--- config.mk ---
export PLATFORM = sky130hd
export DESIGN_NAME = line_printer_io_controller
export DESIGN_NICKNAME = d
export VERILOG_FILES = /design/src/rtl/lp_ctrl_pkg.sv /design/src/rtl/line_printer_io_controller.sv
export SDC_FILE = /design/constraint.sdc
export NUM_CORES = 1
export LEC_CHECK = 0
export ABC_AREA = 1
export BUFFER_PORTS_ARGS = -buffer_cell sky130_fd_sc_hd__buf_2
export CORE_MARGIN = 5
export CORE_UTILIZATION = 60
export CTS_CLUSTER_DIAMETER = 100
export CTS_CLUSTER_SIZE = 40
export DETAILED_ROUTE_END_ITERATION = 8
export HOLD_SLACK_MARGIN = 0.1
export PLACE_DENSITY = 0.84
export SLEW_MARGIN = 20
export SYNTH_ARGS = -nofsm -noshare
export SYNTH_HDL_FRONTEND = slang
export SYNTH_SLANG_ARGS = --single-unit
--- constraint.sdc ---
create_clock -name pclk -period 3.9 [get_ports pclk]
set_clock_uncertainty 0.15 [all_clocks]
set_input_delay 0 -clock pclk [delete_from_list [all_inputs] [get_ports pclk]]
set_output_delay 0 -clock pclk [all_outputs]
set_load 0.01 [all_outputs]
--- src/rtl/lp_ctrl_pkg.sv ---
// constants, types and register map for the line printer I/O controller
// assumes one 100 MHz clock shared with the host I/O bus logic
package lp_ctrl_pkg;

   // clock and timing
   localparam int CLK_PERIOD_NS = 10;
   localparam int SRQ_HOLDOFF_NS = 2000;
   localparam int SRQ_HOLDOFF_CYC = (SRQ_HOLDOFF_NS + CLK_PERIOD_NS - 1) / CLK_PERIOD_NS;
   localparam int ADV_MIN_NS = 100;
   localparam int ADV_MIN_CYC = (ADV_MIN_NS + CLK_PERIOD_NS - 1) / CLK_PERIOD_NS;

   // line buffer
   localparam int LINE_CHARS = 20;
   localparam logic [4:0] LAST_COL_IDX = 5'h13;
   localparam logic [4:0] COUNT_FULL = 5'h14;

   // control output operation codes (low byte of the word)
   localparam logic [7:0] OP_INHIBIT = 8'h04;
   localparam logic [7:0] OP_ALLOW = 8'h08;

   // characters
   localparam logic [7:0] CHAR_PAPER_FEED = 8'h0A;
   localparam logic [7:0] CHAR_FORM_FEED = 8'h0C;
   localparam logic [7:0] CHAR_CARRIAGE_RET = 8'h0D;
   localparam logic [6:0] NOP_BITS = 7'h00;

   // status input word
   localparam int STAT_NOT_READY_BIT = 15;

   // APB register map
   localparam logic [11:0] CTRL_OFFSET = 12'h000;
   localparam logic [11:0] STATUS_OFFSET = 12'h004;
   localparam logic [11:0] LINES_OFFSET = 12'h008;
   // reset device address, value arbitrary
   localparam logic [7:0] DEV_ADDR_RESET = 8'h2A;
   localparam int STS_ALLOW_BIT = 0;
   localparam int STS_SRQ_BIT = 1;
   localparam int STS_NOT_READY_BIT = 2;
   localparam int STS_COUNT_LSB = 8;
   localparam int STS_STATE_LSB = 16;

   typedef enum logic [1:0]
   {
      KIND_CONTROL_OUT = 2'b00,
      KIND_DATA_OUT = 2'b01,
      KIND_STATUS_IN = 2'b10,
      KIND_ADDRESS_IN = 2'b11
   } instr_kind_t;

   typedef enum logic [1:0]
   {
      ADV_NONE = 2'b00,
      ADV_PAPER_FEED = 2'b01,
      ADV_FORM_FEED = 2'b10,
      ADV_CARRIAGE_RET = 2'b11
   } paper_action_t;

   typedef enum logic [1:0]
   {
      CLS_NOP = 2'b00,
      CLS_PRINTABLE = 2'b01,
      CLS_FORMAT = 2'b10
   } char_class_t;

   typedef enum logic [2:0]
   {
      ST_FILL = 3'b000,
      ST_BYTE_LEFT = 3'b001,
      ST_BYTE_RIGHT = 3'b010,
      ST_PRINT = 3'b011,
      ST_ADVANCE = 3'b100,
      ST_SETTLE = 3'b101
   } lp_state_t;

   typedef struct packed
   {
      logic strobe;
      instr_kind_t kind;
      logic [7:0] device_select_field;
      logic [15:0] wdata;
   } io_req_t;

   typedef struct packed
   {
      logic power_ok;
      logic gate_open;
      logic paper_fault;
      logic overtemp;
      logic online;
      logic busy;
   } printer_pins_t;

endpackage

--- src/rtl/line_printer_io_controller.sv ---
// line printer controller on the host programmed data channel
// host I/O bus logic runs on pclk; printer pins are asynchronous
//
// Summary of operation
// - control output selects us only when all eight address bits match
// - code 04 sets inhibit-interrupt, 08 allow-interrupt; both acknowledged
// - a control output never raises a service request
// - in allow mode, raise service request when buffer becomes empty
// - an acknowledged inhibit control output drops the service request
// - data output and status input decode all eight address bits
// - data output acknowledged only when the word is taken into the buffer
// - left byte to odd column, right byte to next even column, except no-ops
// - an acknowledged data output drops the service request
// - status input returns bit 15 set while the printer is not ready
// - status input is never acknowledged
// - status input with our address drops the service request
// - address input ignores select field; returns our address if requesting and first
// - address input is never acknowledged
// - address input drops our request when requesting and first in precedence
// - twenty characters held; the twentieth prints the line, next zone follows
// - format characters print the buffer, move paper, restart at column one
// - bytes with bits zero to six zero are no-ops, no column advance
// - data output is refused while the printer is not ready, while a word is being handled, or during the holdoff
// - next service request no sooner than two microseconds after data accept
//
// The APB interface to the registers and the register offsets were decided locally.
`timescale 1ns/1ns
`default_nettype none
module line_printer_io_controller
   import lp_ctrl_pkg::*;
(
   // clock and reset
   input wire logic pclk,
   input wire logic presetn,
   // APB register port
   input wire logic psel,
   input wire logic penable,
   input wire logic pwrite,
   input wire logic [11:0] paddr,
   input wire logic [31:0] pwdata,
   output logic [31:0] prdata,
   output logic pready,
   output logic pslverr,
   // host I/O bus
   input wire io_req_t io_req,
   input wire logic precedence_in,
   output logic io_ack,
   output logic io_rvalid,
   output logic [15:0] io_rdata,
   output logic service_req,
   output logic precedence_out,
   // printer
   input wire printer_pins_t prn_pins,
   output logic prn_strobe,
   output logic [7:0] prn_char,
   output logic [4:0] prn_column,
   output logic prn_advance,
   output paper_action_t prn_action
);

   function automatic char_class_t classify(input logic [7:0] ch);
      if (ch[6:0] == NOP_BITS)
         classify = CLS_NOP;
      else if (ch == CHAR_PAPER_FEED || ch == CHAR_FORM_FEED || ch == CHAR_CARRIAGE_RET)
         classify = CLS_FORMAT;
      else
         classify = CLS_PRINTABLE;
   endfunction

   function automatic paper_action_t action_of(input logic [7:0] ch);
      if (ch == CHAR_PAPER_FEED)
         action_of = ADV_PAPER_FEED;
      else if (ch == CHAR_FORM_FEED)
         action_of = ADV_FORM_FEED;
      else
         action_of = ADV_CARRIAGE_RET;
   endfunction

   // printer pin synchronisers
   printer_pins_t pins_meta_reg;
   printer_pins_t pins_sync_reg;
   always_ff @(posedge pclk or negedge presetn)
   begin
      if (!presetn)
      begin
         pins_meta_reg <= '0;
         pins_sync_reg <= '0;
      end
      else
      begin
         pins_meta_reg <= prn_pins;
         pins_sync_reg <= pins_meta_reg;
      end
   end

   logic not_ready;
   assign not_ready = !pins_sync_reg.power_ok || pins_sync_reg.gate_open ||
                      pins_sync_reg.paper_fault || pins_sync_reg.overtemp ||
                      !pins_sync_reg.online;

   // control state
   logic [7:0] dev_addr_reg;
   logic allow_reg;
   logic srq_reg;
   lp_state_t state_reg;
   logic [4:0] count_reg;
   logic [4:0] idx_reg;
   logic [15:0] word_reg;
   paper_action_t action_reg;
   lp_state_t resume_reg;
   logic [7:0] holdoff_reg;
   logic [7:0] settle_reg;
   logic [15:0] lines_reg;
   logic can_take_d_reg;
   logic [7:0] line_buf [LINE_CHARS];

   // instruction decode
   logic selected;
   logic ctrl_hit;
   logic ctrl_valid_op;
   logic data_hit;
   logic data_accept;
   logic status_hit;
   logic addr_instr;
   logic addr_respond;
   logic can_take;
   assign selected = io_req.strobe && (io_req.device_select_field == dev_addr_reg);
   assign ctrl_hit = selected && io_req.kind == KIND_CONTROL_OUT;
   assign ctrl_valid_op = io_req.wdata[7:0] == OP_INHIBIT || io_req.wdata[7:0] == OP_ALLOW;
   assign data_hit = selected && io_req.kind == KIND_DATA_OUT;
   assign status_hit = selected && io_req.kind == KIND_STATUS_IN;
   assign addr_instr = io_req.strobe && io_req.kind == KIND_ADDRESS_IN;
   assign addr_respond = addr_instr && srq_reg && precedence_in;
   assign can_take = state_reg == ST_FILL && holdoff_reg == 8'h00;
   assign data_accept = data_hit && can_take && !not_ready;

   // interrupt mode
   always_ff @(posedge pclk or negedge presetn)
   begin
      if (!presetn)
         allow_reg <= 1'b0;
      else if (ctrl_hit && ctrl_valid_op)
         allow_reg <= io_req.wdata[7:0] == OP_ALLOW;
   end

   // answers on the host bus, one cycle after the strobe
   always_ff @(posedge pclk or negedge presetn)
   begin
      if (!presetn)
      begin
         io_ack <= 1'b0;
         io_rvalid <= 1'b0;
         io_rdata <= 16'h0000;
      end
      else
      begin
         io_ack <= (ctrl_hit && ctrl_valid_op) || data_accept;
         io_rvalid <= status_hit || addr_instr;
         if (status_hit)
         begin
            io_rdata <= 16'h0000;
            io_rdata[STAT_NOT_READY_BIT] <= not_ready;
         end
         else if (addr_respond)
            io_rdata <= {8'h00, dev_addr_reg};
         else
            io_rdata <= 16'h0000;
      end
   end

   // service request: raised on the edge of buffer-empty so that a drop by
   // status input is not undone at once; a raise in the same cycle wins over any drop except inhibit
   logic srq_set;
   logic srq_clear;
   assign srq_set = can_take && !can_take_d_reg && allow_reg;
   assign srq_clear = (ctrl_hit && ctrl_valid_op && io_req.wdata[7:0] == OP_INHIBIT)
                    || data_accept
                    || status_hit
                    || addr_respond;
   always_ff @(posedge pclk or negedge presetn)
   begin
      if (!presetn)
      begin
         srq_reg <= 1'b0;
         can_take_d_reg <= 1'b0;
         precedence_out <= 1'b0;
      end
      else
      begin
         can_take_d_reg <= can_take;
         if (!allow_reg || (ctrl_hit && io_req.wdata[7:0] == OP_INHIBIT))
            srq_reg <= 1'b0;
         else if (srq_set)
            srq_reg <= 1'b1;
         else if (srq_clear)
            srq_reg <= 1'b0;
         precedence_out <= precedence_in && !srq_reg;
      end
   end
   assign service_req = srq_reg;

   // holdoff after each accepted word
   always_ff @(posedge pclk or negedge presetn)
   begin
      if (!presetn)
         holdoff_reg <= 8'h00;
      else if (data_accept)
         holdoff_reg <= 8'(SRQ_HOLDOFF_CYC);
      else if (holdoff_reg != 8'h00)
         holdoff_reg <= holdoff_reg - 8'h01;
   end

   // character handling
   logic [7:0] cur_byte;
   char_class_t cur_class;
   lp_state_t after_byte;
   assign cur_byte = (state_reg == ST_BYTE_LEFT) ? word_reg[15:8] : word_reg[7:0];
   assign cur_class = classify(cur_byte);
   assign after_byte = (state_reg == ST_BYTE_LEFT) ? ST_BYTE_RIGHT : ST_FILL;

   always_ff @(posedge pclk)
   begin
      if ((state_reg == ST_BYTE_LEFT || state_reg == ST_BYTE_RIGHT) &&
          cur_class == CLS_PRINTABLE)
         line_buf[count_reg] <= cur_byte;
   end

   always_ff @(posedge pclk or negedge presetn)
   begin
      if (!presetn)
      begin
         state_reg <= ST_FILL;
         count_reg <= 5'h00;
         idx_reg <= 5'h00;
         word_reg <= 16'h0000;
         action_reg <= ADV_NONE;
         resume_reg <= ST_FILL;
         settle_reg <= 8'h00;
         lines_reg <= 16'h0000;
      end
      else
      begin
         case (state_reg)
            ST_FILL:
            begin
               if (data_accept)
               begin
                  word_reg <= io_req.wdata;
                  state_reg <= ST_BYTE_LEFT;
               end
            end
            ST_BYTE_LEFT, ST_BYTE_RIGHT:
            begin
               resume_reg <= after_byte;
               idx_reg <= 5'h00;
               case (cur_class)
                  CLS_NOP:
                     state_reg <= after_byte;
                  CLS_FORMAT:
                  begin
                     action_reg <= action_of(cur_byte);
                     state_reg <= (count_reg == 5'h00) ? ST_ADVANCE : ST_PRINT;
                  end
                  default:
                  begin
                     count_reg <= count_reg + 5'h01;
                     if (count_reg == LAST_COL_IDX)
                     begin
                        action_reg <= ADV_NONE;
                        state_reg <= ST_PRINT;
                     end
                     else
                        state_reg <= after_byte;
                  end
               endcase
            end
            ST_PRINT:
            begin
               idx_reg <= idx_reg + 5'h01;
               if (idx_reg + 5'h01 == count_reg || idx_reg == LAST_COL_IDX)
               begin
                  count_reg <= 5'h00;
                  lines_reg <= lines_reg + 16'h0001;
                  state_reg <= (action_reg == ADV_NONE) ? resume_reg : ST_ADVANCE;
               end
            end
            ST_ADVANCE:
            begin
               settle_reg <= 8'(ADV_MIN_CYC);
               state_reg <= ST_SETTLE;
            end
            ST_SETTLE:
            begin
               if (settle_reg != 8'h00)
                  settle_reg <= settle_reg - 8'h01;
               else if (!pins_sync_reg.busy)
                  state_reg <= resume_reg;
            end
            default:
               state_reg <= ST_FILL;
         endcase
      end
   end

   // printer outputs
   always_ff @(posedge pclk or negedge presetn)
   begin
      if (!presetn)
      begin
         prn_strobe <= 1'b0;
         prn_char <= 8'h00;
         prn_column <= 5'h00;
         prn_advance <= 1'b0;
         prn_action <= ADV_NONE;
      end
      else
      begin
         prn_strobe <= state_reg == ST_PRINT;
         prn_char <= (state_reg == ST_PRINT) ? line_buf[idx_reg] : 8'h00;
         prn_column <= (state_reg == ST_PRINT) ? idx_reg + 5'h01 : 5'h00;
         prn_advance <= state_reg == ST_ADVANCE;
         if (state_reg == ST_ADVANCE)
            prn_action <= action_reg;
      end
   end

   // APB slave: one wait state, answer on the second access cycle
   logic apb_access;
   logic ctrl_sel;
   logic status_sel;
   logic lines_sel;
   assign apb_access = psel && penable && !pready;
   assign ctrl_sel = paddr == CTRL_OFFSET;
   assign status_sel = paddr == STATUS_OFFSET;
   assign lines_sel = paddr == LINES_OFFSET;

   always_ff @(posedge pclk or negedge presetn)
   begin
      if (!presetn)
      begin
         pready <= 1'b0;
         pslverr <= 1'b0;
         prdata <= 32'h0000_0000;
      end
      else
      begin
         pready <= apb_access;
         pslverr <= apb_access && !(ctrl_sel || status_sel || lines_sel) ||
                    apb_access && pwrite && !ctrl_sel;
         prdata <= 32'h0000_0000;
         if (apb_access && !pwrite)
         begin
            if (ctrl_sel)
               prdata <= {24'h00_0000, dev_addr_reg};
            else if (status_sel)
            begin
               prdata[STS_ALLOW_BIT] <= allow_reg;
               prdata[STS_SRQ_BIT] <= srq_reg;
               prdata[STS_NOT_READY_BIT] <= not_ready;
               prdata[STS_COUNT_LSB +: 5] <= count_reg;
               prdata[STS_STATE_LSB +: 3] <= state_reg;
            end
            else if (lines_sel)
               prdata <= {16'h0000, lines_reg};
         end
      end
   end

   always_ff @(posedge pclk or negedge presetn)
   begin
      if (!presetn)
         dev_addr_reg <= DEV_ADDR_RESET;
      else if (apb_access && pwrite && ctrl_sel)
         dev_addr_reg <= pwdata[7:0];
   end

endmodule
`default_nettype wire

==> results of run 1 <==
area by class of cell:
type                       count  area (um^2)
antenna                        3         7.51
timing repair buffer         209         1530
sequential                   297         8240
inverter                     126          478
multi-input combinational    749         3820
clock inverter                 1         30.0
fill                        1382         6280
tap                          275          344
clock buffer                  16          294
placed cells by master (no fill, tap or decap), drive strengths merged:
cell         netlist  final
a211oi             1      1
a21oi             33     33
a221oi             2      2
a31oi             10     10
a32o               1      1
a32oi              5      5
buf               32    118
clkbuf            28     16
clkinv             2      3
conb               1     20
dfrtp            134    134
dfstp              3      3
diode              0      3
dlygate4sd3        0     91
edfxtp           160    160
ha                 9      9
inv              124    124
mux2               3      3
nand2            154    154
nand3             49     49
nand3b             1      1
nand4             11     11
nor2             205    205
nor3              27     27
nor3b              1      1
nor4               3      3
o211ai             8      8
o21a               1      1
o21ai            131    131
o21bai             1      1
o221ai            12     12
o22ai             30     30
o32ai              3      3
or2                4      4
xnor2              6      6
xor2              18     18
cell families (layout without fill, tap and decap cells):
logic type               after synthesis  after routing  share of synthesized area [%]
AND/OR/NAND/NOR                      455            455                           15.7
other                                  1             23                         0.0292
multiplexers                           3              3                          0.263
adder cells (fa/ha/maj)                9              9                          0.877
buffers and inverters                187            352                           6.65
XOR/XNOR                              24             24                           1.64
flip-flops                           297            297                           64.1
AO/OA/AOI/OAI                        238            238                           10.7
power breakdown:
group          total, uW  internal, uW  switching, uW
clock               1480           552            924
sequential          3290          3290           4.05
combinational        159          68.8           90.2
per-stage QoR:
| step | power [uW] | cell area [um^2] | std cells |
|---|---|---|---|
| 6_report | 4930 | 14700 | 1676 |
| 2_1_floorplan | 3400 | 12900 | 1233 |
| 4_1_cts | 4920 | 14700 | 1673 |
| 3_5_place_dp | 3460 | 13500 | 1564 |
| 5_1_grt | 5080 | 14700 | 1676 |
| 3_3_place_gp | 3450 | 13500 | 1564 |
what timing repair did:
item                                   CTS  global route
resized for setup                        0             1
hold buffers                            92             0
setup endpoints to repair                0             5
endpoints found under the hold margin  178             0
worst max-delay path, cell delays in order (launching register included):
cell	delay [ns]
dfstp_2	0.56
inv_1	0.10
nand2_1	0.07
o21ai_0	0.13
nor2_1	0.16
nand4_1	0.11
nor3_1	0.41
nand3_1	0.45
nor2_1	0.20
dlygate4sd3_1	0.59
a21oi_1	0.05
dlygate4sd3_1	0.58
metal layers:
layer / share of wire, % / track usage (%) / vias to the layer above / wire length [um]
li1: - / - / 4430 / -
met1: 36 / 36.2 / 4705 / 12200
met2: 50 / 46.5 / 649 / 16800
met3: 10 / 5.23 / 103 / 3450
met4: 3.7 / 9.92 / 0 / 1230
met5: 0 / 0 / - / 0
final timing paths:
| check | from | to | slack (ns) | cells past startpoint |
|---|---|---|---|---|
| worst min-delay path | paddr[1] | prdata[12] | 0.15 | 6 |
| min in group asynchronous | presetn | prdata[17] | 0.50 | 3 |
| worst min register to register | pins_meta_reg[2] | pins_sync_reg[2] | 0.22 | 0 |
| max in group asynchronous | presetn | dev_addr_reg[4] | 2.07 | 4 |
| worst max-delay path | dev_addr_reg[5] | word_reg[10] | 0.21 | 11 |
| worst max register to register | dev_addr_reg[5] | word_reg[10] | 0.21 | 11 |
==> run summary, run 1 <==
GR Util All Layers = 27.6%
Seq cells post-synth = 297
most common cell in the netlist = nor2_1
CTS buffer count = 11
row count = 53
minimum hold slack = 0.148 ns
grt ovf = 0
Final Cycle Share = 94.5%
min cycle time layout = 3.69 ns
first-pass GRT wire length = 53,500 um
htree depth = 1
Chip Width = 156 um
Hold Violations, Final = 0
Root Buffer = clkbuf_16
endpoints failing setup = 0
share of the synthesized area in the top cell type = 37.4%
DRT Pass-1 Iters = 6
Commonest cells post-synth = 196 x nor2_1, 160 x edfxtp_1, 135 x nand2_1
Pleak = 0.00592 uW
number of global-route vias before repair = 9,944
highest clock rate = 0.271 GHz
PD cells = 334 mW/mm^2
WL per Instance = 20.1 um
Post-DP HPWL = 19,900 um
area grow syn2layout = 14.8%
top post-synthesis cells by area = edfxtp_1 37%, dfrtp_1 26%, nor2_1 5.7%, o21ai_0 4.5%, nand2_1 3.9%
1st-iter DRT viols = 1,119
biggest area consumer among synthesized cells = edfxtp_1
VDD IR max = 381 uV
critical path arrival = 3.93 ns
Mapped Area = 0.0128 mm^2
worst skew pair latency = 0.50 ns
num ports = 154
die area = 0.0244 mm^2
Residual DRC = 0
Rel. slew slack = 34.2%
DRT antenna net count = 0
dpl ws = 0.608 ns
Routed WL = 33,600 um
CP Max Fanout = 10
clock transition at the registers of the reported paths = 0.13 ns
initial antenna violation count = 2
final worst setup slack = 0.214 ns
initial core utilization = 61.1%
Syn Inst Count = 1,214
biggest regs = line_buf (160), prdata (19)
share of cells above drive strength 1 = 13.3%
total negative setup slack = 0 ns
Die Ht = 156 um
Via Count = 9,887
register with the most flip-flops = line_buf
Slew @ Worst Pin = 0.985 ns
CP Launch Type = flop
Core Util, Final = 70.1%
Synth cell types = 50
TritonCTS sink count = 297
max FFs per register = 160
nets = 1,486
Crit path required time = 4.14 ns
unrepaired setup endpoints after global routing = false
syn_area_per_cell = 10.6 um^2
HP Class = input pin to flop
crit path kind = flop to flop
register area share after synthesis = 64.1%
IO Port Bufs = 109
post-CTS setup buffers = 0
Main synth FF type = edfxtp_1
vias per inst = 5.90
CP Capture Type = flop
CTS tree = built
clock tree buffer depth = 3
max-cap check violation count = 0
Slew Limit Fails = 0
Ys Warns = 0
Core Area = 0.0210 mm^2
status = completed
gpl congestion = 0.888
Post-synth EDFFs = 160
ys async rst share = 46.1%
largest net degree at the start of global routing = 91
No activity file was read; power rests on OpenSTA's default activity.
==> run 2: changes to the inputs <==
RECOVER_POWER = 100   (was unset)
TNS_END_PERCENT = 20   (was unset)
==> run 2 against run 1 <==
The run now ends with max-capacitance violations, max-slew violations left. Via count increased by 0.32%. Wire length shrank 0.30%. Non-clock buffer count did not move. Sequential share of layout area up 0.60 points. Total power barely moved. Critical path depth is 2 lower. Worst hold slack got worse by 0.025 ns. Clock power about the same. Register-to-register slack is essentially flat. Final cell count unchanged. Largest power group unchanged.
==> run summary, run 2 (synthesized netlist as in run 1, its figures left out) <==
Core Util, Final = 69.4% (-0.75 points)
Final Cycle Share = 94.9% (+0.38 points)
GR Util All Layers = 27.6% (unchanged)
endpoints failing setup = 0 (unchanged)
critical path arrival = 3.99 ns (+0.06 ns)
total negative setup slack = 0 ns (unchanged)
HP Class = input pin to flop
CP bufs+invs = 2 (-1)
Rel. slew slack = -52.5% (-87 points)
CTS buffer count = 11 (unchanged)
Hold Violations, Final = 0 (unchanged)
max FFs per register = 160 (unchanged)
CP Max Fanout = 26 (+16)
grt ovf = 0 (unchanged)
share of cells above drive strength 1 = 7.87% (-5.4 points)
most frequent cells in the layout = 198 x nor2_1, 160 x edfxtp_1, 143 x nand2_1, 133 x dfrtp_1, 128 x o21ai_0
most common cell after layout, fill and taps aside = nor2_1
Routed WL = 33,500 um (-0.30%)
Via Count = 9,919 (+0.32%)
IO Port Bufs = 109 (unchanged)
Pleak = 0.00565 uW (-4.6%)
max incr delay on CP = 0.82 ns (+0.23 ns)
VDD IR max = 379 uV (-0.49%)
Core Area = 0.0210 mm^2 (unchanged)
biggest regs = line_buf (160), prdata (19)
htree depth = 1 (unchanged)
crit path kind = flop to flop
WL per Instance = 20.0 um (-0.30%)
Slew @ Worst Pin = 2.29 ns (+1.30 ns)
clock transition at the registers of the reported paths = 0.14 ns (about the same)
clock tree buffer depth = 3 (unchanged)
max-cap check violation count = 1 (+1)
TritonCTS sink count = 297 (unchanged)
nets = 1,486 (unchanged)
DRT Pass-1 Iters = 6 (unchanged)
final worst setup slack = 0.199 ns (-0.0149 ns)
CTS tree = built
violated checks = max-capacitance violations, max-slew violations
num ports = 154 (unchanged)
Residual DRC = 0 (unchanged)
worst skew pair latency = 0.50 ns (about the same)
largest net degree at the start of global routing = 91 (unchanged)
Slew Limit Fails = 91 (+91)
first-pass GRT wire length = 53,500 um (unchanged)
die area = 0.0244 mm^2 (unchanged)
area grow syn2layout = 13.6%
Crit path required time = 4.19 ns (+0.05 ns)
slowest cell on the critical path = nand3_1
total power = 4930 uW (about the same)
min cycle time layout = 3.70 ns (+0.0149 ns)
highest clock rate = 0.270 GHz (-0.40%)
Chip Width = 156 um (unchanged)
initial antenna violation count = 2 (unchanged)
Post-DP HPWL = 19,900 um (unchanged)
unrepaired setup endpoints after global routing = false
row count = 53 (unchanged)
initial core utilization = 61.1% (unchanged)
gpl congestion = 0.888 (unchanged)
worst-path cell chain = inv_1 -> nand2_1 -> o21ai_0 -> nor2_1 -> nand2_1 -> nor3b_2 -> nand3_1 -> o21ai_0 -> dlygate4sd3_1
DRT antenna net count = 0 (unchanged)
1st-iter DRT viols = 1,120 (+0.089%)
dpl ws = 0.608 ns (unchanged)
vias per inst = 5.92 (+0.32%)
number of global-route vias before repair = 9,944 (unchanged)
Root Buffer = clkbuf_16
register with the most flip-flops = line_buf
status = complete, but fails checks
CP Capture Type = flop
CP Launch Type = flop
Die Ht = 156 um (unchanged)
PD cells = 338 mW/mm^2 (+1.1%)
post-CTS setup buffers = 0 (unchanged)
CP top delay family = simple AND/OR/NAND/NOR gates
run 2: cell count changes in the layout (fill, tap and decap cells not counted), sizes merged:
cell and delta:
buf -60, clkbuf +60, clkinvlp +1, inv -1
run 2: what timing repair did:
item | CTS | global route
hold buffers | 92 | 0
endpoints found under the setup margin | 0 | 5
endpoints found under the hold margin | 178 | 0
gates resized for setup | 0 | 1
run 2: layout make-up:
cell class / instances / area [um^2]
Antenna cell: 3 / 7.51
Clock buffer: 16 / 294
Clock inverter: 1 / 30.0
Fill cell: 1447 / 6440
Inverter: 126 / 474
Multi-Input combinational cell: 749 / 3760
Sequential cell: 297 / 8240
Tap cell: 275 / 344
Timing Repair Buffer: 209 / 1440
run 2: layer usage:
layer  global-route usage [%]  part of all wire, %  vias up  wire length, um
met5                        0                    0        -                0
met4                     9.92                  3.6        0             1220
met3                     5.23                   11      104             3540
met2                     46.5                   50      665            16800
met1                     36.2                   36     4716            12000
li1                         -                    -     4434                -
run 2: worst paths after layout:
check / to / cells after the start / start / slack, ns
worst max-delay path: word_reg[5] / 9 / dev_addr_reg[5] / 0.20
worst min-delay path: prdata[12] / 6 / paddr[1] / 0.12
max in group asynchronous: resume_reg[1] / 4 / presetn / 0.91
min in group asynchronous: prdata[17] / 3 / presetn / 1.08
worst min register to register: pins_sync_reg[2] / 0 / pins_meta_reg[2] / 0.22
worst max register to register: word_reg[5] / 9 / dev_addr_reg[5] / 0.20
run 2: power by group:
part	internal (uW)	leakage [uW]	total (uW)	switching, uW
Sequential	3290	0.00290	3290	4.07
Combinational	66.8	0.00259	156	89.6
Clock	552	0.000153	1480	928
run 2: through the flow:
stage / instances / hold WS (ns) / cell area, um^2
finish: 1676 / 0.123 / 14600
global route: 1676 / 0.130 / 14600
CTS: 1673 / 0.106 / 14700
detailed placement: 1564 / -0.0407 / 13500
global placement: 1564 / -0.0426 / 13500
floorplan: 1233 / -0.446 / 12900
run 2: worst reg2reg max path: cells and delay by family (launching register included):
kind,cells,cell delay [ns]
AO/OA/AOI/OAI,2,0.69
buffers and inverters,2,0.73
flip-flops,1,0.56
AND/OR/NAND/NOR,5,1.52
==> run 3: changes to the inputs <==
CORE_UTILIZATION = 58   (was 60)
PLACE_DENSITY = 0.82   (was 0.84)
clock period = 3.7 ns   (was 3.9 ns; I/O delays follow)
==> run 3 against run 2 <==
The run still ends with max-capacitance violations, max-slew violations left. Combinational power up 4%. First-iteration DRC count down 28%. Critical path type unchanged. Via count down 2.1%. Design area about the same. Utilization down 2.5 points. Clock power up 5%. Worst hold slack worse by 0.011 ns. Register-to-register slack worse by 0.04 ns. Critical path depth up 2. Critical endpoint is now word_reg[14]. Total power up 5.4%. Sequential share of layout area about the same. Die area up 3.2%.
==> run summary, run 3 (synthesized netlist as in run 1, its figures left out) <==
status = complete, but fails checks
violated checks = max-capacitance violations, max-slew violations
PD cells = 356 mW/mm^2 (+5.3%)
Chip Width = 159 um (+1.6%)
Final Cycle Share = 95.7% (+0.81 points)
biggest regs = line_buf (160), prdata (19)
met3 routed WL = 2600 um (-27%)
most common cell after layout, fill and taps aside = nor2_1
grt ovf = 0 (unchanged)
largest net degree at the start of global routing = 81 (-11%)
Core Util, Final = 66.8% (-2.5 points)
DRT antenna net count = 0 (unchanged)
DRT Pass-1 Iters = 5 (-1)
Residual DRC = 0 (unchanged)
row count = 54 (+1.9%)
clock tree buffer depth = 3 (unchanged)
max incr delay on CP = 0.59 ns (-0.23 ns)
Rel. slew slack = -37.1% (+15 points)
Levels on crit path = 11 (+2)
max-cap check violation count = 2 (+1)
post-CTS setup buffers = 0 (unchanged)
Pleak = 0.00564 uW (about the same)
Core Area = 0.0218 mm^2 (+3.8%)
reg2reg end = word_reg[14]
RR Startpoint = dev_addr_reg[5]
Crit path required time = 3.95 ns (-0.24 ns)
htree depth = 1 (unchanged)
crit path kind = flop to flop
CP top delay family = simple AND/OR/NAND/NOR gates
Die Ht = 159 um (+1.6%)
Via Count = 9,707 (-2.1%)
CTS tree = built
unrepaired setup endpoints after global routing = false
routed length on met1 = 11,900 um (-0.66%)
Routed WL = 32,200 um (-4.0%)
r2r setup slk = 0.16 ns (-0.04 ns)
Root Buffer = clkbuf_16
min cycle time layout = 3.54 ns (-0.160 ns)
IO Port Bufs = 109 (unchanged)
initial antenna violation count = 0 (-2)
CP Max Fanout = 10 (-62%)
slowest cell on the critical path = dlygate4sd3_1
initial core utilization = 58.8% (-2.2 points)
die area = 0.0252 mm^2 (+3.2%)
nets = 1,492 (+0.40%)
num ports = 154 (unchanged)
CP Launch Type = flop
CTS buffer count = 11 (unchanged)
r2r worst-path depth = 11 (+2)
Slew Limit Fails = 112 (+23%)
GR Util All Layers = 25.1% (-2.6 points)
highest clock rate = 0.282 GHz (+4.5%)
WL per Instance = 19.1 um (-4.5%)
TritonCTS sink count = 297 (unchanged)
sink of the worst hold path = prdata[6]
endpoints failing setup = 0 (unchanged)
worst-path cell chain = inv_1 -> nand2_1 -> o21ai_0 -> nor2_1 -> nand4_1 -> nor3_1 -> nand3_1 -> nor2_1 -> dlygate4sd3_1 -> a21oi_1 -> dlygate4sd3_1
1st-iter DRT viols = 801 (-28%)
max FFs per register = 160 (unchanged)
register with the most flip-flops = line_buf
hold path depth = 8 (+2)
Slew @ Worst Pin = 2.06 ns (-0.232 ns)
Filler cells = 1,594 (+10%)
Hold Violations, Final = 0 (unchanged)
origin of the worst min-delay path = paddr[9]
clock transition at the registers of the reported paths = 0.15 ns (about the same)
area grow syn2layout = 13.6% (about the same)
WL met2 = 16,200 um (-3.2%)
highest metal used = met4
worst skew pair latency = 0.50 ns (about the same)
CP bufs+invs = 3 (+1)
CP Capture Type = flop
diodes inserted = 0 (-3)
gpl congestion = 0.889 (+0.14%)
Post-DP HPWL = 19,600 um (-1.4%)
most frequent cells in the layout = 198 x nor2_1, 160 x edfxtp_1, 144 x nand2_1, 133 x dfrtp_1, 128 x o21ai_0
share of cells above drive strength 1 = 8.19% (+0.32 points)
first-pass GRT wire length = 51,900 um (-3.0%)
critical path arrival = 3.79 ns (-0.20 ns)
number of global-route vias before repair = 9,878 (-0.66%)
vias per inst = 5.76 (-2.6%)
VDD IR max = 316 uV (-17%)
total negative setup slack = 0 ns (unchanged)
HP Class = input pin to flop
## run 3: cell types whose count changed in the layout (fill, tap and decap cells not counted), sizes merged
cell,delta
diode,-3
clkbuf,+9
dlygate4sd3,-5
buf,+2
## run 3: area by class of cell
cell class,instances,area (um^2),area share [%]
flip-flops and latches,297,8240,56.5
clock buffers,16,294,2.02
well taps,280,350,2.40
clock inverters,1,30.0,0.206
inverters,126,474,3.25
multi-input cells,749,3760,25.8
repair buffers,215,1440,9.85
## run 3: metrics by stage
stage               power (uW)  instances  area (um^2)  hold slack (ns)  worst slack, ns
floorplan                 3590       1233        12900           -0.446             1.16
global placement          3640       1580        13600          -0.0591            0.614
detailed placement        3650       1580        13600          -0.0489            0.472
CTS                       5190       1684        14800            0.103            0.371
global route              5330       1684        14600            0.144           0.0338
finish                    5190       1684        14600            0.112            0.159
## run 3: how the worst max path moves through the flow
| stage | end | start |
|---|---|---|
| floorplan | line_buf[16][0] | state_reg[1] |
| global placement | line_buf[12][7] | state_reg[2] |
| detailed placement | line_buf[12][2] | state_reg[2] |
| CTS | dev_addr_reg[4] | paddr[10] |
| global route | word_reg[12] | dev_addr_reg[5] |
| finish | word_reg[14] | dev_addr_reg[5] |
## run 3: what timing repair did
action,4_1_cts,5_1_grt
endpoints found under the hold margin,205,0
hold buffers,87,0
endpoints found under the setup margin,0,6
resized for setup,0,1
## run 3: power by group
part / leakage, uW / switching, uW / internal (uW) / total [uW]
Sequential: 0.00290 / 4.59 / 3470 / 3470
Clock: 0.000153 / 978 / 582 / 1560
Combinational: 0.00259 / 92.6 / 69.3 / 162
Total: 0.00564 / 1070 / 4120 / 5190
## run 3: worst min-delay path, cell delays in order
cell and delay [ns]:
buf_2 0.08, nor2_1 0.05, nand2_1 0.06, nor2_1 0.09, nand2_1 0.12, nor2_2 0.11
a32oi_1 0.17, nor2_1 0.05
## run 3: metal layers
| layer | up-vias | GRT usage (%) |
|---|---|---|
| met3 | 108 | 3.89 |
| met4 | 0 | 9.23 |
| met5 | - | 0 |
| met1 | 4646 | 31.6 |
| li1 | 4439 | - |
| met2 | 514 | 43.9 |
